**src/logic/smr_defs.svh**
```systemverilog
// Purpose: constants for the management interrupt and soft reset ends
// Assumes: one shared 40 MHz clock, counts are in clocks of that clock
// Notes:   definitions only
`ifndef SMR_DEFS_SVH
`define SMR_DEFS_SVH
// ==========================================================
// addresses
`define SMR_RESET_VEC    32'h0FFFFFF0
`define SMR_BASE_RST     32'h00030000
`define SMR_HANDLER_OFS  32'h00008000
`define SMR_SAVE_TOP_OFS 32'h0000FFFF
`define SMR_RAM_SPAN     32'h00010000
// ==========================================================
// sequencer timing, in clocks
`define SMR_DRAIN_MIN    9'h002
`define SMR_ACT_TO_ADS   9'h014
`define SMR_SAVE_CLKS    9'h08B
`define SMR_RSTR_CLKS    9'h0EC
`define SMR_EXIT_CLKS    9'h002
`define SMR_POST_CLKS    9'h014
// ==========================================================
// system-end request timing, in clocks
`define SMR_INT_REARM    4'h4
`define SMR_TRAP_LEAD    4'h3
`endif

```
**src/logic/smr_pkg.sv**
```systemverilog
// Purpose: shared types for the management interrupt ends
// Assumes: included constants live in smr_defs.svh
// Notes:   types only
package smr_pkg;
   // ==========================================================
   // device-end sequencer
   typedef enum logic [2:0] {
      ST_IDLE  = 3'b000,
      ST_DRAIN = 3'b001,
      ST_ACTW  = 3'b010,
      ST_SAVE  = 3'b011,
      ST_HNDL  = 3'b100,
      ST_RSTR  = 3'b101,
      ST_EXIT  = 3'b110,
      ST_POST  = 3'b111
   } smr_state_type;
   // class of an interrupted instruction offered for restart
   typedef enum logic [1:0] {
      OP_IO    = 2'b00,
      OP_HALT  = 2'b01,
      OP_OTHER = 2'b10
   } smr_opclass_type;
endpackage

```
**src/logic/smr_link_if.sv**
```systemverilog
// Purpose: pins between processor end and system logic end
// Assumes: both ends on the same clock
// Notes:   all pins driven at all times, none tri-state
`timescale 1ns/1ps
interface smr_link_if (
   input wire logic clk_sys_i
);
   logic sysmgmt_int_n;    // falling edge requests management mode
   logic soft_reset_in;    // high requests a soft reset
   logic flush_n;          // low flushes the processor cache
   logic sysmgmt_active_n; // low while in management mode
   logic addr_strobe_n;    // low for the first bus cycle after a phase
   modport cpu (
      input  sysmgmt_int_n,
      input  soft_reset_in,
      input  flush_n,
      output sysmgmt_active_n,
      output addr_strobe_n
   );
   modport sys (
      output sysmgmt_int_n,
      output soft_reset_in,
      output flush_n,
      input  sysmgmt_active_n,
      input  addr_strobe_n
   );
endinterface

```
**src/logic/smr_cpu_end.sv**
```systemverilog
// Purpose: processor-side management interrupt and soft reset sequencer
// Assumes: core supplies boundary, lock and write buffer status
// Notes:   bus engine and save map are outside; phases are timed here
`timescale 1ns/1ps
`include "smr_defs.svh"
module smr_cpu_end (
   input  wire logic                 clk_sys_i,
   input  wire logic                 srst_i,
   smr_link_if.cpu                   link,
   input  wire logic                 boundary_i,
   input  wire logic                 locked_i,
   input  wire logic                 nmi_req_i,
   input  wire logic                 wbuf_empty_i,
   input  wire logic                 resume_instr_i,
   input  wire logic                 restart_req_i,
   input  wire smr_pkg::smr_opclass_type restart_class_i,
   input  wire logic                 base_wr_i,
   input  wire logic [31:0]          base_wdata_i,
   input  wire logic                 cr0_wr_i,
   input  wire logic                 cd_i,
   input  wire logic                 nw_i,
   output logic                      smi_taken_o,
   output logic                      nmi_taken_o,
   output logic                      in_smm_o,
   output logic                      fetch_go_o,
   output logic [31:0]               fetch_addr_o,
   output logic [31:0]               save_top_o,
   output logic [31:0]               base_o,
   output logic                      cd_o,
   output logic                      nw_o,
   output logic                      snoop_en_o,
   output logic                      restart_ok_o,
   output logic                      resume_done_o,
   output logic                      core_reset_o,
   output logic                      flush_o
);
   // ==========================================================
   // synchronisers
   logic [2:0] smi_s_r, smi_s_nxt, srs_s_r, srs_s_nxt, fl_s_r, fl_s_nxt;
   logic       smi_lvl_r, smi_lvl_nxt, srs_lvl_r, srs_lvl_nxt, fl_lvl_r, fl_lvl_nxt;
   logic       smi_fall, srs_rise;

   // a one-clock pulse must still count, and no two adjacent stages ever
   // hold it together, so stage three is taken as the level by itself
   function automatic logic agreed(input logic [2:0] s);
      agreed = s[2];
   endfunction

   always_comb begin
      smi_s_nxt   = {smi_s_r[1:0], link.sysmgmt_int_n};
      srs_s_nxt   = {srs_s_r[1:0], link.soft_reset_in};
      fl_s_nxt    = {fl_s_r[1:0], link.flush_n};
      smi_lvl_nxt = agreed(smi_s_r);
      srs_lvl_nxt = agreed(srs_s_r);
      fl_lvl_nxt  = agreed(fl_s_r);
      smi_fall    = smi_lvl_r & ~smi_lvl_nxt;
      srs_rise    = ~srs_lvl_r & srs_lvl_nxt;
   end

   // synchroniser flops; hard reset leaves lines idle
   always_ff @(posedge clk_sys_i) begin
      if (srst_i) begin
         smi_s_r   <= 3'h7;
         srs_s_r   <= 3'h0;
         fl_s_r    <= 3'h7;
         smi_lvl_r <= 1'b1;
         srs_lvl_r <= 1'b0;
         fl_lvl_r  <= 1'b1;
      end else begin
         smi_s_r   <= smi_s_nxt;
         srs_s_r   <= srs_s_nxt;
         fl_s_r    <= fl_s_nxt;
         smi_lvl_r <= smi_lvl_nxt;
         srs_lvl_r <= srs_lvl_nxt;
         fl_lvl_r  <= fl_lvl_nxt;
      end
   end

   // ==========================================================
   // state kept across soft reset
   logic [31:0] base_r, base_nxt;
   logic        cd_r, cd_nxt, nw_r, nw_nxt;

   // only hard reset touches these; soft reset passes them by
   always_comb begin
      base_nxt = base_wr_i ? base_wdata_i : base_r;
      cd_nxt   = cr0_wr_i ? cd_i : cd_r;
      nw_nxt   = cr0_wr_i ? nw_i : nw_r;
   end

   always_ff @(posedge clk_sys_i) begin
      if (srst_i) begin
         base_r <= `SMR_BASE_RST;
         cd_r   <= 1'b1;
         nw_r   <= 1'b1;
      end else begin
         base_r <= base_nxt;
         cd_r   <= cd_nxt;
         nw_r   <= nw_nxt;
      end
   end

   // ==========================================================
   // entry and exit sequencer
   smr_pkg::smr_state_type st_r, st_nxt;
   logic [8:0]  cnt_r, cnt_nxt;
   logic        pend_r, pend_nxt, act_n_r, act_n_nxt, ads_n_r, ads_n_nxt;
   logic        go_r, go_nxt, done_r, done_nxt, crst_r, crst_nxt;
   logic [31:0] faddr_r, faddr_nxt;
   logic        take;

   always_comb begin
      st_nxt    = st_r;
      cnt_nxt   = cnt_r + 9'h001;
      pend_nxt  = pend_r | smi_fall; // one pending request at most
      act_n_nxt = act_n_r;
      ads_n_nxt = 1'b1;
      go_nxt    = 1'b0;
      done_nxt  = 1'b0;
      crst_nxt  = 1'b0;
      faddr_nxt = faddr_r;
      // flags register interrupt enable plays no part here
      take      = (st_r == smr_pkg::ST_IDLE) & boundary_i & ~locked_i & pend_r;
      unique case (st_r)
         smr_pkg::ST_IDLE: begin
            cnt_nxt = 9'h000;
            if (take) begin
               pend_nxt = smi_fall;
               st_nxt   = smr_pkg::ST_DRAIN;
            end
         end
         smr_pkg::ST_DRAIN: begin
            // writes drain before the active output goes low
            if (wbuf_empty_i && cnt_r >= `SMR_DRAIN_MIN - 9'h001) begin
               act_n_nxt = 1'b0;
               cnt_nxt   = 9'h000;
               st_nxt    = smr_pkg::ST_ACTW;
            end
         end
         smr_pkg::ST_ACTW: begin
            if (cnt_r == `SMR_ACT_TO_ADS - 9'h001) begin
               ads_n_nxt = 1'b0;
               cnt_nxt   = 9'h000;
               st_nxt    = smr_pkg::ST_SAVE;
            end
         end
         smr_pkg::ST_SAVE: begin
            if (cnt_r == `SMR_SAVE_CLKS - 9'h001) begin
               go_nxt    = 1'b1;
               faddr_nxt = base_r + `SMR_HANDLER_OFS;
               st_nxt    = smr_pkg::ST_HNDL;
            end
         end
         smr_pkg::ST_HNDL: begin
            cnt_nxt = 9'h000;
            if (resume_instr_i)
               st_nxt = smr_pkg::ST_RSTR;
         end
         smr_pkg::ST_RSTR: begin
            // active stays low through the last restore read
            if (cnt_r == `SMR_RSTR_CLKS - 9'h001) begin
               cnt_nxt = 9'h000;
               st_nxt  = smr_pkg::ST_EXIT;
            end
         end
         smr_pkg::ST_EXIT: begin
            if (cnt_r == `SMR_EXIT_CLKS - 9'h001) begin
               act_n_nxt = 1'b1;
               cnt_nxt   = 9'h000;
               st_nxt    = smr_pkg::ST_POST;
            end
         end
         smr_pkg::ST_POST: begin
            if (cnt_r == `SMR_POST_CLKS - 9'h001) begin
               ads_n_nxt = 1'b0;
               done_nxt  = 1'b1;
               st_nxt    = smr_pkg::ST_IDLE;
            end
         end
      endcase
      // soft reset: state to idle, pending and active cleared, fetch from vector
      if (srs_rise) begin
         st_nxt    = smr_pkg::ST_IDLE;
         pend_nxt  = 1'b0;
         act_n_nxt = 1'b1;
         go_nxt    = 1'b1;
         crst_nxt  = 1'b1;
         faddr_nxt = `SMR_RESET_VEC;
      end
   end

   always_ff @(posedge clk_sys_i) begin
      if (srst_i) begin
         st_r    <= smr_pkg::ST_IDLE;
         cnt_r   <= 9'h000;
         pend_r  <= 1'b0;
         act_n_r <= 1'b1;
         ads_n_r <= 1'b1;
         go_r    <= 1'b0;
         done_r  <= 1'b0;
         crst_r  <= 1'b0;
         faddr_r <= `SMR_RESET_VEC;
      end else begin
         st_r    <= st_nxt;
         cnt_r   <= cnt_nxt;
         pend_r  <= pend_nxt;
         act_n_r <= act_n_nxt;
         ads_n_r <= ads_n_nxt;
         go_r    <= go_nxt;
         done_r  <= done_nxt;
         crst_r  <= crst_nxt;
         faddr_r <= faddr_nxt;
      end
   end

   // ==========================================================
   // outputs; the active pin is a plain flop, never floated on hold
   assign link.sysmgmt_active_n = act_n_r;
   assign link.addr_strobe_n    = ads_n_r;
   assign smi_taken_o   = take;
   // NMI waits behind a pending management request, also in handler
   assign nmi_taken_o   = boundary_i & ~locked_i & nmi_req_i & ~pend_r
                          & (st_r == smr_pkg::ST_IDLE);
   assign in_smm_o      = ~act_n_r;
   assign fetch_go_o    = go_r;
   assign fetch_addr_o  = faddr_r;
   assign save_top_o    = base_r + `SMR_SAVE_TOP_OFS;
   assign base_o        = base_r;
   assign cd_o          = cd_r;
   assign nw_o          = nw_r;
   assign snoop_en_o    = 1'b1;
   // other opcodes are refused rather than left undefined
   assign restart_ok_o  = restart_req_i & (restart_class_i != smr_pkg::OP_OTHER);
   assign resume_done_o = done_r;
   assign core_reset_o  = crst_r;
   assign flush_o       = ~fl_lvl_r;
endmodule

```
**src/flat_wrapper.sv**
```systemverilog
// flat-port wrapper written by rule: the top's interface ports become plain ports
module smr_cpu_end_flat 
  (clk_sys_i, srst_i, boundary_i, locked_i, nmi_req_i, wbuf_empty_i, resume_instr_i, restart_req_i, restart_class_i, base_wr_i, base_wdata_i, cr0_wr_i, cd_i, nw_i, smi_taken_o, nmi_taken_o, in_smm_o, fetch_go_o, fetch_addr_o, save_top_o, base_o, cd_o, nw_o, snoop_en_o, restart_ok_o, resume_done_o, core_reset_o, flush_o, link_sysmgmt_int_n, link_soft_reset_in, link_flush_n, link_sysmgmt_active_n, link_addr_strobe_n);
  smr_link_if link_i (.clk_sys_i(clk_sys_i));
  input  wire logic clk_sys_i;
  input  wire logic srst_i;
  input  wire logic boundary_i;
  input  wire logic locked_i;
  input  wire logic nmi_req_i;
  input  wire logic wbuf_empty_i;
  input  wire logic resume_instr_i;
  input  wire logic restart_req_i;
  input  wire smr_pkg::smr_opclass_type restart_class_i;
  input  wire logic base_wr_i;
  input  wire logic [31:0] base_wdata_i;
  input  wire logic cr0_wr_i;
  input  wire logic cd_i;
  input  wire logic nw_i;
  output logic smi_taken_o;
  output logic nmi_taken_o;
  output logic in_smm_o;
  output logic fetch_go_o;
  output logic [31:0] fetch_addr_o;
  output logic [31:0] save_top_o;
  output logic [31:0] base_o;
  output logic cd_o;
  output logic nw_o;
  output logic snoop_en_o;
  output logic restart_ok_o;
  output logic resume_done_o;
  output logic core_reset_o;
  output logic flush_o;
  input wire logic [$bits(link_i.sysmgmt_int_n)-1:0] link_sysmgmt_int_n;
  input wire logic [$bits(link_i.soft_reset_in)-1:0] link_soft_reset_in;
  input wire logic [$bits(link_i.flush_n)-1:0] link_flush_n;
  output wire logic [$bits(link_i.sysmgmt_active_n)-1:0] link_sysmgmt_active_n;
  output wire logic [$bits(link_i.addr_strobe_n)-1:0] link_addr_strobe_n;
  assign link_i.sysmgmt_int_n = link_sysmgmt_int_n;
  assign link_i.soft_reset_in = link_soft_reset_in;
  assign link_i.flush_n = link_flush_n;
  assign link_sysmgmt_active_n = link_i.sysmgmt_active_n;
  assign link_addr_strobe_n = link_i.addr_strobe_n;
  smr_cpu_end u_core (.clk_sys_i(clk_sys_i), .srst_i(srst_i), .link(link_i), .boundary_i(boundary_i), .locked_i(locked_i), .nmi_req_i(nmi_req_i), .wbuf_empty_i(wbuf_empty_i), .resume_instr_i(resume_instr_i), .restart_req_i(restart_req_i), .restart_class_i(restart_class_i), .base_wr_i(base_wr_i), .base_wdata_i(base_wdata_i), .cr0_wr_i(cr0_wr_i), .cd_i(cd_i), .nw_i(nw_i), .smi_taken_o(smi_taken_o), .nmi_taken_o(nmi_taken_o), .in_smm_o(in_smm_o), .fetch_go_o(fetch_go_o), .fetch_addr_o(fetch_addr_o), .save_top_o(save_top_o), .base_o(base_o), .cd_o(cd_o), .nw_o(nw_o), .snoop_en_o(snoop_en_o), .restart_ok_o(restart_ok_o), .resume_done_o(resume_done_o), .core_reset_o(core_reset_o), .flush_o(flush_o));
endmodule
```
**config.mk**
```make
export PLATFORM = sky130hd
export DESIGN_NAME = smr_cpu_end_flat
export DESIGN_NICKNAME = d
export VERILOG_FILES = /design/src/logic/smr_pkg.sv /design/src/logic/smr_link_if.sv /design/src/logic/smr_cpu_end.sv /design/src/flat_wrapper.sv
export VERILOG_INCLUDE_DIRS = /design/src /design/src/logic
export SDC_FILE = /design/constraint.sdc
export NUM_CORES = 1
export LEC_CHECK = 0
export BUFFER_PORTS_ARGS = -buffer_cell sky130_fd_sc_hd__buf_2
export CORE_UTILIZATION = 35
export CTS_CLUSTER_SIZE = 8
export DETAILED_ROUTE_END_ITERATION = 10
export HOLD_SLACK_MARGIN = 0.12
export SLEW_MARGIN = 20
export SYNTH_ARGS = -nofsm -noshare
export SYNTH_HDL_FRONTEND = slang
export SYNTH_SLANG_ARGS = --single-unit
```
**constraint.sdc**
```tcl
create_clock -name clk_sys_i -period 3.05 [get_ports clk_sys_i]
set_input_delay 0.4575 -clock clk_sys_i [delete_from_list [all_inputs] [get_ports clk_sys_i]]
set_output_delay 0.4575 -clock clk_sys_i [all_outputs]
set_load 0.01 [all_outputs]
```
==> results.txt, run 1 <==
----------------------------------------------------
[Clocking]
  Clock tree from TritonCTS ... yes
  Clock Tree Root ... sky130_fd_sc_hd__clkbuf_16
  CTS Buffer Depth ... 2
  Number of H-tree branching levels ... 3
  Setup repair bufs after CTS ... 0
  Hold buffers post-CTS ... 0
  CTS sink cnt ... 96
  CTS buffer count ... 9
  Insertion delay of the later-clocked pin in the worst-skew pair ... about 0.35 ns
  Clock slew seen by the registers of the worst setup and hold paths ... about 0.06 ns

[Place]
  Instance count after placement with tap cells included ... between 800 and 900
  Gp weighted congestion ... around 0.84
  HPWL after detailed placement ... between 8 and 9 mm
  Worst Setup Slack post-DPL ... roughly 0.36 ns
  IO Port Bufs ... approximately 160
  Post-place instance area ... 5380 µm²

[Logic synthesis]
  Number of distinct library cells after synthesis ... ~50
  Warning count from the yosys run ... 0
  Proportion of register bits with asynchronous set or reset after synthesis ... 0%
  Flop and latch count out of synthesis ... 96
  Number of cells produced by synthesis ... just over 500
  Net count after synthesis ... roughly 570
  Post-synth EDFFs ... 0
  Mean instance size in the synthesized netlist ... ~8.7 µm²
  Synthesized area ... between 4000 and 5000 µm²
  Portion of the post-synthesis area used by sequential elements ... between 40% and 50%
  Post-synth top flop ... sky130_fd_sc_hd__dfxtp_1

[STA]
  Relative slew margins ... about 32%
  Worst slew pin tran ... about 1.0 ns
  Final Setup Violations ... 0
  Unrepaired setup endpoints after global routing ... false
  Minimum clock period after layout ... about 2.8 ns
  Setup Total Neg Slack ... 0 ns
  Final Skew ... around 0.0064 ns
  Final number of hold-violating endpoints ... 0
  Achievable frequency ... 352.0 MHz
  Final number of max-transition violations ... 0
  Least setup slack across all paths after layout ... ~0.21 ns
  Fraction of the cycle the final worst path needs ... just over 90%

[Detailed routing]
  Routed vias/inst ... between 4 and 5
  Drt total wl ... 11.90 mm
  Via count ... 4064
  DRC viols ... 0
  Count of nets left with antenna violations after detail routing ... 0
  Drt first-iter violations ... between 100 and 150
  Number of iterations in the first detailed-routing pass ... 4
  Routed wire per std cell ... between 10 and 15 µm

[Final layout]
  Most frequent cells in the layout ... 156 x sky130_fd_sc_hd__buf_2, 96 x sky130_fd_sc_hd__dfxtp_1, 63 x sky130_fd_sc_hd__nor2_1
  Growth of design area from synthesis to finish ... 28.40%
  Fraction of final layout cells with drive strength greater than 1 ... between 30% and 40%
  ANT cells ... 0
  Final cell count without fillers ... 831
  Multi-input logic area ... 2340 µm²
  Final Instance Area ... 5713 µm²
  Layout fillers ... 1239
  Area used by sequential logic in the layout ... 1922 µm²
  Final nets ... between 700 and 800
  Commonest non-fill, non-tap cell in the layout ... sky130_fd_sc_hd__buf_2

[Global route]
  Maximum number of pins on one net before global-route repair ... slightly above 50
  Number of global-route vias before repair ... between 3000 and 4000
  Total Routing Usage GR ... a little under a fifth
  Initial antenna violation count ... 0
  First-pass GRT wire length ... roughly 19 mm
  Remaining global-route overflow ... 0

[Critical path]
  Data required time at the worst endpoint ... roughly 2.6 ns
  Type of origin of the critical path ... flip-flop
  Crit Path Category ... flip-flop to output port
  Element type at the critical path end ... output port
  Worst path arrival time ... around 2.4 ns
  Largest driver fanout on the critical path ... 6

[Power]
  Worst supply voltage drop on vdd ... ~0.39 mV
  Leakage power ... 2.594 nW
  Power density relative to cell area ... 524.2 nW/µm²

[Floorplan]
  Die span in x ... 114.8 µm
  # IOs ... 158
  Cell row count ... 40
  Die extent in y ... approximately 110 µm
  Die area ... between 10000 and 15000 µm²
  Floorplan core area ... between 10000 and 15000 µm²
  Starting density of the core ... 36.43%

[Job]
  Max Cap Violations ... 0

[Min path]
  Min-Delay Path Class ... input port to flip-flop

[Run status]
  Run status ... complete, no violations

----------------------------------------------------
-- Yosys cell counts (2+ instances only) --
library cell | instances | share of area, %
sky130_fd_sc_hd__a211o_1 | 5 | 0.98
sky130_fd_sc_hd__and2_1 | 3 | 0.42
sky130_fd_sc_hd__a21boi_0 | 2 | 0.34
sky130_fd_sc_hd__a21oi_1 | 11 | 1.2
sky130_fd_sc_hd__buf_4 | 4 | 0.67
sky130_fd_sc_hd__nor3b_1 | 2 | 0.34
sky130_fd_sc_hd__nand2_1 | 55 | 4.6
sky130_fd_sc_hd__or3_1 | 3 | 0.42
sky130_fd_sc_hd__a31oi_1 | 11 | 1.5
sky130_fd_sc_hd__o211ai_1 | 4 | 0.67
sky130_fd_sc_hd__a211oi_1 | 4 | 0.67
sky130_fd_sc_hd__mux2i_1 | 31 | 7.0
sky130_fd_sc_hd__inv_1 | 11 | 0.93
sky130_fd_sc_hd__and4_1 | 3 | 0.59
sky130_fd_sc_hd__or4_1 | 4 | 0.67
sky130_fd_sc_hd__nor2_1 | 63 | 5.3
sky130_fd_sc_hd__nand3_1 | 26 | 2.9
sky130_fd_sc_hd__or2_2 | 8 | 1.1
sky130_fd_sc_hd__nor3_1 | 18 | 2.0
sky130_fd_sc_hd__o2111ai_1 | 2 | 0.39
sky130_fd_sc_hd__o21a_1 | 2 | 0.34
sky130_fd_sc_hd__nor4_1 | 3 | 0.42
sky130_fd_sc_hd__and3_1 | 8 | 1.1
sky130_fd_sc_hd__nand2b_1 | 2 | 0.28
sky130_fd_sc_hd__and3b_1 | 2 | 0.39
sky130_fd_sc_hd__nor2b_1 | 10 | 1.4
sky130_fd_sc_hd__o21ai_0 | 9 | 1.0
sky130_fd_sc_hd__a21o_1 | 2 | 0.34
sky130_fd_sc_hd__clkbuf_1 | 22 | 1.9
sky130_fd_sc_hd__xor2_1 | 20 | 3.9
sky130_fd_sc_hd__xnor2_1 | 30 | 5.9
sky130_fd_sc_hd__buf_2 | 4 | 0.45
sky130_fd_sc_hd__nand4_1 | 8 | 1.1
sky130_fd_sc_hd__buf_1 | 5 | 0.42
sky130_fd_sc_hd__ha_1 | 6 | 1.7
sky130_fd_sc_hd__dfxtp_1 | 96 | 43
-- path summary, 6_finish.rpt --
kind	startpoint	end	slack [ns]	cells past startpoint
max	u_core.base_o[0]$_SDFFE_PP0P_	save_top_o[27]	0.21	7
min	link_sysmgmt_int_n	u_core.smi_s_r[0]$_SDFF_PP1_	0.30	2
max reg2reg	u_core.cnt_r[3]$_SDFF_PP0_	u_core.fetch_addr_o[22]$_SDFFE_PP1P_	0.46	6
min reg2reg	u_core.fl_s_r[1]$_SDFF_PP1_	u_core.fl_s_r[2]$_SDFF_PP1_	0.41	1
-- flip-flops by register name, indices dropped and copies added (netlist names), 3 cells and up --
signal               flops
u_core.st_r              3
u_core.fetch_addr_o     32
u_core.fl_s_r            3
u_core.cnt_r             9
u_core.smi_s_r           3
u_core.srs_s_r           3
u_core.base_o           32
-- final cells by class --
type                    count  area share [%]
multi-input cells         371           40.95
well taps                 168           3.679
inverters                  11          0.7227
repair buffers            169           15.37
flip-flops and latches     96           33.64
clock inverters             5           1.380
clock buffers              11           4.249
-- per-stage QoR --
step	hold WS, ns	utilization (%)	power [mW]
3_3_place_gp	0.3945	44.06	1.796
4_1_cts	0.2853	46.75	3.033
2_1_floorplan	0.3895	-	1.628
6_report	0.3010	46.78	2.995
3_5_place_dp	0.3935	44.06	1.803
5_1_grt	0.2864	46.78	3.140
-- metal layers --
layer | wire length [µm] | GRT usage (%)
met1 | 5122 | 21.92
met2 | 5777 | 30.83
met3 | 830 | 6.326
met4 | 174 | 6.926
met5 | 0 | 0
-- critical path: stages (launching register included) --
cell and delay, ns:
sky130_fd_sc_hd__dfxtp_1 0.36, sky130_fd_sc_hd__or4_4 0.58, sky130_fd_sc_hd__nor4_2 0.23, sky130_fd_sc_hd__buf_4 0.18, sky130_fd_sc_hd__a21oi_1 0.14, sky130_fd_sc_hd__o2111ai_1 0.25
sky130_fd_sc_hd__xnor2_1 0.15, sky130_fd_sc_hd__buf_2 0.15
-- what timing repair did --
item	CTS	global route
setup endpoints to repair	2	4
resized for setup	1	1
cloned	0	0
-- cells by family (layout without fill, tap and decap cells) --
logic type / after synthesis / in the layout / share of synthesized area [%]
muxes: 31 / 31 / 6.974
AOI/OAI and AO/OA: 58 / 58 / 8.746
and+or+nand+nor: 225 / 225 / 24.89
xor gates and xnor gates: 50 / 50 / 9.843
buffers and inverters: 47 / 196 / 4.584
DFF: 96 / 96 / 43.19
adders and majority gates: 6 / 6 / 1.687
other: 1 / 1 / 0.08428
-- report_power, final --
| group | leakage (nW) | switching [mW] | internal, mW | total [mW] |
|---|---|---|---|---|
| registers | 0.784 | 0.0597 | 1.29 | 1.35 |
| logic | 1.65 | 0.229 | 0.195 | 0.424 |
| clock network | 0.160 | 0.479 | 0.741 | 1.22 |
(Power assumes the default switching activity.)
==> run 2: changes to the inputs <==
Settings changed: SETUP_SLACK_MARGIN from default to 0.4.
==> run 2 against run 1 <==
  * Critical endpoint is now save_top_o[31]
  * Largest power group unchanged
  * Final area rose by 2.8%
  * Worst setup slack better by 0.14 ns
  * Highest routed layer unchanged
  * Routed wire length is 0.60% higher
  * Utilization rose by 1.3 points
  * Clock skew about the same
  * Critical path depth is the same
  * Total power grew 1.2%
  * Sequential share of layout area down 0.70 points
  * Register-to-register slack improved by 0.26 ns
==> results.txt, run 2 (synthesis results as in run 1) <==
----------------------------------------------------
[Floorplan]
  Starting density of the core ... 36.43% (unchanged)
  Die extent in y ... 114.8 µm (unchanged)
  # IOs ... 158 (unchanged)
  Cell row count ... 40 (unchanged)
  Floorplan core area ... 12210 µm² (unchanged)
  Die span in x ... 114.8 µm (unchanged)
  Die area ... 13170 µm² (unchanged)

[Global route]
  Initial antenna violation count ... 0 (unchanged)
  Maximum number of pins on one net before global-route repair ... 51 (unchanged)
  Total Routing Usage GR ... 18.57% (+0.12 points)
  First-pass GRT wire length ... 18.88 mm (+0.74%)
  Remaining global-route overflow ... 0 (unchanged)
  Number of global-route vias before repair ... 3801 (+1.0%)

[STA]
  Setup Total Neg Slack ... 0 ns (unchanged)
  Unrepaired setup endpoints after global routing ... true
  Relative slew margins ... 32.86% (+0.45 points)
  Achievable frequency ... 370.5 MHz (+5.3%)
  Least setup slack across all paths after layout ... 0.3512 ns (+0.1420 ns)
  Final Skew ... 0.006685 ns (+0.0002413 ns)
  Final number of max-transition violations ... 0 (unchanged)
  Minimum clock period after layout ... 2.699 ns (-0.1420 ns)
  Worst slew pin tran ... 1.007 ns (-0.006796 ns)
  Final Setup Violations ... 0 (unchanged)
  Final number of hold-violating endpoints ... 0 (unchanged)
  Fraction of the cycle the final worst path needs ... 88.48% (-4.7 points)

[Place]
  IO Port Bufs ... 156 (unchanged)
  Worst Setup Slack post-DPL ... 0.3563 ns (unchanged)
  Instance count after placement with tap cells included ... 815 (unchanged)
  Gp weighted congestion ... 0.8415 (unchanged)
  HPWL after detailed placement ... 8.614 mm (unchanged)

[Clocking]
  Clock Tree Root ... sky130_fd_sc_hd__clkbuf_16
  CTS Buffer Depth ... 2 (unchanged)
  Clock slew seen by the registers of the worst setup and hold paths ... 0.06 ns (about the same)
  Insertion delay of the later-clocked pin in the worst-skew pair ... 0.35 ns (about the same)
  CTS sink cnt ... 96 (unchanged)
  Hold buffers post-CTS ... 0 (unchanged)
  Clock tree from TritonCTS ... yes
  Number of H-tree branching levels ... 3 (unchanged)
  CTS buffer count ... 9 (unchanged)

[Final layout]
  Commonest non-fill, non-tap cell in the layout ... sky130_fd_sc_hd__buf_2
  Final nets ... 717 (+0.56%)
  Layout fillers ... 1228 (-0.89%)
  Final cell count without fillers ... 835 (+0.48%)
  Area used by sequential logic in the layout ... 1936 µm² (+0.72%)
  ANT cells ... 0 (unchanged)
  Growth of design area from synthesis to finish ... 32.06%
  Fraction of final layout cells with drive strength greater than 1 ... 34.48% (+4.0 points)
  Most frequent cells in the layout ... 156 x sky130_fd_sc_hd__buf_2, 89 x sky130_fd_sc_hd__dfxtp_1, 61 x sky130_fd_sc_hd__nor2_1
  Multi-input logic area ... 2455 µm² (+4.9%)

[Power]
  Power density relative to cell area ... 515.7 nW/µm² (-1.6%)
  Leakage power ... 2.646 nW (+2.0%)
  Worst supply voltage drop on vdd ... 0.3768 mV (-4.3%)
  Sum of internal, switching and leakage power ... 3.030 mW (+1.2%)

[Detailed routing]
  Drt total wl ... 11.98 mm (+0.60%)
  DRC viols ... 0 (unchanged)
  Drt first-iter violations ... 124 (-6.8%)
  Routed wire per std cell ... 14.34 µm (+0.11%)
  Via count ... 4053 (-0.27%)
  Count of nets left with antenna violations after detail routing ... 0 (unchanged)
  Routed vias/inst ... 4.854 (-0.75%)
  Number of iterations in the first detailed-routing pass ... 4 (unchanged)

[Critical path]
  Type of origin of the critical path ... flip-flop
  CP max-delay cell ... sky130_fd_sc_hd__or4_4
  Largest driver fanout on the critical path ... 5 (-1)
  Crit Path Category ... flip-flop to output port
  Data required time at the worst endpoint ... 2.59 ns (about the same)
  Delay of the slowest critical-path stage ... 0.57 ns (about the same)
  Element type at the critical path end ... output port
  Worst path arrival time ... 2.24 ns (-0.14 ns)
  Critical path, cell by cell ... or4_4 -> nor4_4 -> buf_4 -> a21oi_4 -> o211ai_1 -> xnor2_1 -> buf_2

[Min path]
  Min-Delay Path Class ... input port to flip-flop

[Job]
  Max Cap Violations ... 0 (unchanged)

[Run status]
  Run status ... complete, no violations

----------------------------------------------------
## run 2: cell types whose count changed in the layout (fill, tap and decap cells not counted), moves of 3 or more
cell / before / now
sky130_fd_sc_hd__buf_4: 13 / 16
sky130_fd_sc_hd__dfxtp_1: 96 / 89
sky130_fd_sc_hd__dfxtp_2: 0 / 5
sky130_fd_sc_hd__o21ai_0: 9 / 5
sky130_fd_sc_hd__o21ai_1: 0 / 3
## run 2: worst paths after layout
path | from | endpoint | slack (ns) | cells after the start
hold / removal | link_sysmgmt_int_n | u_core.smi_s_r[0]$_SDFF_PP1_ | 0.30 | 2
setup reg to reg | u_core.cnt_r[3]$_SDFF_PP0_ | u_core.fetch_addr_o[24]$_SDFFE_PP1P_ | 0.72 | 6
hold reg to reg | u_core.fl_s_r[1]$_SDFF_PP1_ | u_core.fl_s_r[2]$_SDFF_PP1_ | 0.41 | 1
setup / recovery | u_core.base_o[1]$_SDFFE_PP0P_ | save_top_o[31] | 0.35 | 7
## run 2: per-stage QoR
step | hold WS [ns] | utilization, % | area, µm²
after floorplan | 0.3895 | - | 4449
after global placement | 0.3945 | 44.06 | 5380
after detailed placement | 0.3935 | 44.06 | 5380
after CTS | 0.2853 | 47.42 | 5791
after global routing | 0.2864 | 48.11 | 5876
final | 0.3016 | 48.11 | 5876
## run 2: cell type report
| cell class | count | share of cell area, % |
|---|---|---|
| clock inverter | 5 | 1.342 |
| tap | 168 | 3.578 |
| sequential | 96 | 32.94 |
| inverter | 11 | 0.7027 |
| multi-input combinational | 371 | 41.78 |
| clock buffer | 11 | 4.131 |
| timing repair buffer | 173 | 15.52 |
## run 2: power breakdown
part           leakage, nW  internal, mW  switching, mW
clock network        0.160         0.741          0.478
registers            0.787          1.29         0.0602
logic                 1.70         0.214          0.245
total                 2.65          2.25          0.783
## run 2: metal layers
| metal | vias up | routed length, µm | GRT usage, % |
|---|---|---|---|
| met4 | 0 | 146 | 6.926 |
| met2 | 116 | 5900 | 31.23 |
| met3 | 8 | 817 | 6.326 |
| met1 | 1873 | 5110 | 21.95 |
| met5 | - | 0 | 0 |
| li1 | 2056 | - | - |
## run 2: timing repair
item                       CTS  global route
gates resized for setup     23            17
setup endpoints to repair   16            41
pin swaps                   13             9
buffers inserted             3             1
## run 2: critical path, delay by kind of cell, from the launching register on
family / cells / cell delay [ns]
flops: 1 / 0.35
simple gates: 2 / 0.78
compound gates: 2 / 0.28
xor+xnor: 1 / 0.15
buf+inv: 2 / 0.33
==> run 3: changes to the inputs <==
Settings changed: ABC_CLOCK_PERIOD_IN_PS from default to 3050, PLACE_DENSITY_LB_ADDON from default to 0.3.
==> run 3 against run 2 <==
  * Worst hold slack improved by 0.0079 ns
  * Global-route usage rose by 0.27 points
  * Critical path type unchanged
  * Sequential share of layout area fell by 0.65 points
  * Sequential power barely moved
  * Utilization rose by 1.3 points
  * Fmax fell by 0.68%
==> results.txt, run 3 (synthesis results as in run 1) <==
----------------------------------------------------
[Place]
  Worst Setup Slack post-DPL ... 0.3493 ns (-0.006951 ns)
  Instance count after placement with tap cells included ... 813 (-0.25%)
  Post-place instance area ... 5365 µm² (-0.28%)
  Gp weighted congestion ... 0.8452 (+0.44%)
  IO Port Bufs ... 156 (unchanged)
  HPWL after detailed placement ... 8.510 mm (-1.2%)

[Clocking]
  Clock tree from TritonCTS ... yes
  CTS Buffer Depth ... 2 (unchanged)
  Insertion delay of the later-clocked pin in the worst-skew pair ... 0.34 ns (about the same)
  Clock slew seen by the registers of the worst setup and hold paths ... 0.06 ns (about the same)
  Number of H-tree branching levels ... 3 (unchanged)
  Clock Tree Root ... sky130_fd_sc_hd__clkbuf_16
  CTS sink cnt ... 96 (unchanged)
  CTS buffer count ... 9 (unchanged)
  Hold buffers post-CTS ... 0 (unchanged)

[Job]
  Max Cap Violations ... 0 (unchanged)

[Final layout]
  Layout fillers ... 1215 (-1.1%)
  ANT cells ... 0 (unchanged)
  Final Instance Area ... 6036 µm² (+2.7%)
  Growth of design area from synthesis to finish ... 35.66%
  Final nets ... 723 (+0.84%)
  Commonest non-fill, non-tap cell in the layout ... sky130_fd_sc_hd__buf_2
  Fraction of final layout cells with drive strength greater than 1 ... 36.26% (+1.8 points)
  Final cell count without fillers ... 841 (+0.72%)
  Multi-input logic area ... 2479 µm² (+0.97%)
  Most frequent cells in the layout ... 156 x sky130_fd_sc_hd__buf_2, 86 x sky130_fd_sc_hd__dfxtp_1, 60 x sky130_fd_sc_hd__nor2_1
  Final standard cell utilization of the core ... 49.43% (+1.3 points)
  Area used by sequential logic in the layout ... 1949 µm² (+0.71%)

[Floorplan]
  Starting density of the core ... 36.43% (unchanged)
  Die area ... 13170 µm² (unchanged)
  Die extent in y ... 114.8 µm (unchanged)
  Cell row count ... 40 (unchanged)
  Die span in x ... 114.8 µm (unchanged)
  # IOs ... 158 (unchanged)
  Floorplan core area ... 12210 µm² (unchanged)

[Critical path]
  Element type at the critical path end ... output port
  Crit Path Category ... flip-flop to output port
  Largest driver fanout on the critical path ... 5 (unchanged)
  Critical path, cell by cell ... or4_4 -> nor4_4 -> buf_6 -> a21oi_4 -> buf_4 -> o21ai_2 -> xnor2_1 -> buf_2
  Data required time at the worst endpoint ... 2.59 ns (about the same)
  Type of origin of the critical path ... flip-flop
  Delay of the slowest critical-path stage ... 0.56 ns (about the same)
  Worst path arrival time ... 2.26 ns (+0.02 ns)
  Slack of the worst reg-to-reg path ... 0.66 ns (-0.06 ns)
  Cell family with the largest share of critical-path delay ... simple AND/OR/NAND/NOR gates
  CP max-delay cell ... sky130_fd_sc_hd__or4_4
  Buffering stage count on the worst path with inverters included ... 3 (+1)

[Detailed routing]
  Drt first-iter violations ... 260 (+110%)
  Routed vias/inst ... 4.919 (+1.3%)
  Via count ... 4137 (+2.1%)
  Count of nets left with antenna violations after detail routing ... 0 (unchanged)
  Drt total wl ... 12.08 mm (+0.85%)
  Routed wire per std cell ... 14.36 µm (+0.13%)
  Number of iterations in the first detailed-routing pass ... 5 (+1)
  DRC viols ... 0 (unchanged)

[STA]
  Relative slew margins ... 30.99% (-1.9 points)
  Least setup slack across all paths after layout ... 0.3329 ns (-0.01838 ns)
  Fraction of the cycle the final worst path needs ... 89.09% (+0.60 points)
  Achievable frequency ... 368.0 MHz (-0.68%)
  Final Setup Violations ... 0 (unchanged)
  Worst slew pin tran ... 1.035 ns (+0.02802 ns)
  Final number of max-transition violations ... 0 (unchanged)
  Final Skew ... 0.004310 ns (-0.002374 ns)
  Final number of hold-violating endpoints ... 0 (unchanged)
  Unrepaired setup endpoints after global routing ... true
  Setup Total Neg Slack ... 0 ns (unchanged)
  Minimum clock period after layout ... 2.717 ns (+0.01838 ns)

[Global route]
  Number of global-route vias before repair ... 3931 (+3.4%)
  Initial antenna violation count ... 0 (unchanged)
  Remaining global-route overflow ... 0 (unchanged)
  Maximum number of pins on one net before global-route repair ... 35 (-31%)
  First-pass GRT wire length ... 19.24 mm (+1.9%)
  Total Routing Usage GR ... 18.84% (+0.27 points)

[Power]
  Power density relative to cell area ... 543.8 nW/µm² (+5.5%)
  Fraction of power consumed by sequential logic ... 41.2% (-3.4 points)
  Leakage power ... 2.731 nW (+3.2%)
  Switching power summed over all nets ... 0.7969 mW (+1.7%)
  Combinational power share ... 14.4% (-0.7 points)
  Worst supply voltage drop on vdd ... 0.3881 mV (+3.0%)
  Internal portion of total power ... 2.486 mW (+11%)
  Fraction of power spent switching nets ... 24.28% (-1.6 points)
  Clock network power share ... 44.4% (+4.2 points)

[Run status]
  Run status ... complete, no violations

[Min path]
  Min-Delay Path Class ... input port to flip-flop

----------------------------------------------------
[run 3: changes by cell type in the layout (fill, tap and decap cells not counted), sizes merged]
cell	previous run	this run
buf	173	179
clkbuf	11	9
clkinv	2	1
bufinv	2	5
[run 3: per-stage QoR]
step	total power [mW]	hold slack (ns)
after floorplan	1.628	0.3895
after global placement	1.789	0.3919
after detailed placement	1.797	0.3968
after CTS	3.305	0.2946
after global routing	3.430	0.2915
final	3.283	0.3095
[run 3: power by group through the flow]
stage	logic [mW]	clock network (mW)	registers, mW
finish	0.473	1.46	1.35
global placement	0.408	0	1.38
global route	0.518	1.55	1.36
detailed placement	0.414	0	1.38
floorplan	0.259	0	1.37
CTS	0.458	1.50	1.35
[run 3: layout make-up]
class / instances / share of cell area, %
Clock inverter: 7 / 2.757
Inverter: 11 / 0.6841
Tap cell: 168 / 3.483
Sequential cell: 96 / 32.30
Clock buffer: 9 / 3.731
Multi-Input combinational cell: 371 / 41.07
Timing Repair Buffer: 179 / 15.98
[run 3: metal layers]
metal,share of wire (%),track usage [%],vias up
met5,0,0,-
met4,1.4,5.628,0
met3,7.4,7.011,13
met2,49,32.36,134
met1,43,21.88,1930
li1,-,-,2060
[run 3: repair_timing]
item / CTS / global route
gates resized for setup: 36 / 17
gates cloned: 0 / 0
buffers inserted: 7 / 5
endpoints found under the setup margin: 18 / 30
pin swaps: 15 / 23
[run 3: final timing paths]
kind | startpoint | to | cells past startpoint
worst max-delay path | u_core.base_o[1]$_SDFFE_PP0P_ | save_top_o[23] | 8
worst max register to register | u_core.cnt_r[2]$_SDFF_PP0_ | u_core.fetch_addr_o[17]$_SDFFE_PP1P_ | 6
worst min-delay path | link_sysmgmt_int_n | u_core.smi_s_r[0]$_SDFF_PP1_ | 2
worst min register to register | u_core.fl_s_r[2]$_SDFF_PP1_ | u_core.fl_lvl_r$_SDFF_PP1_ | 1
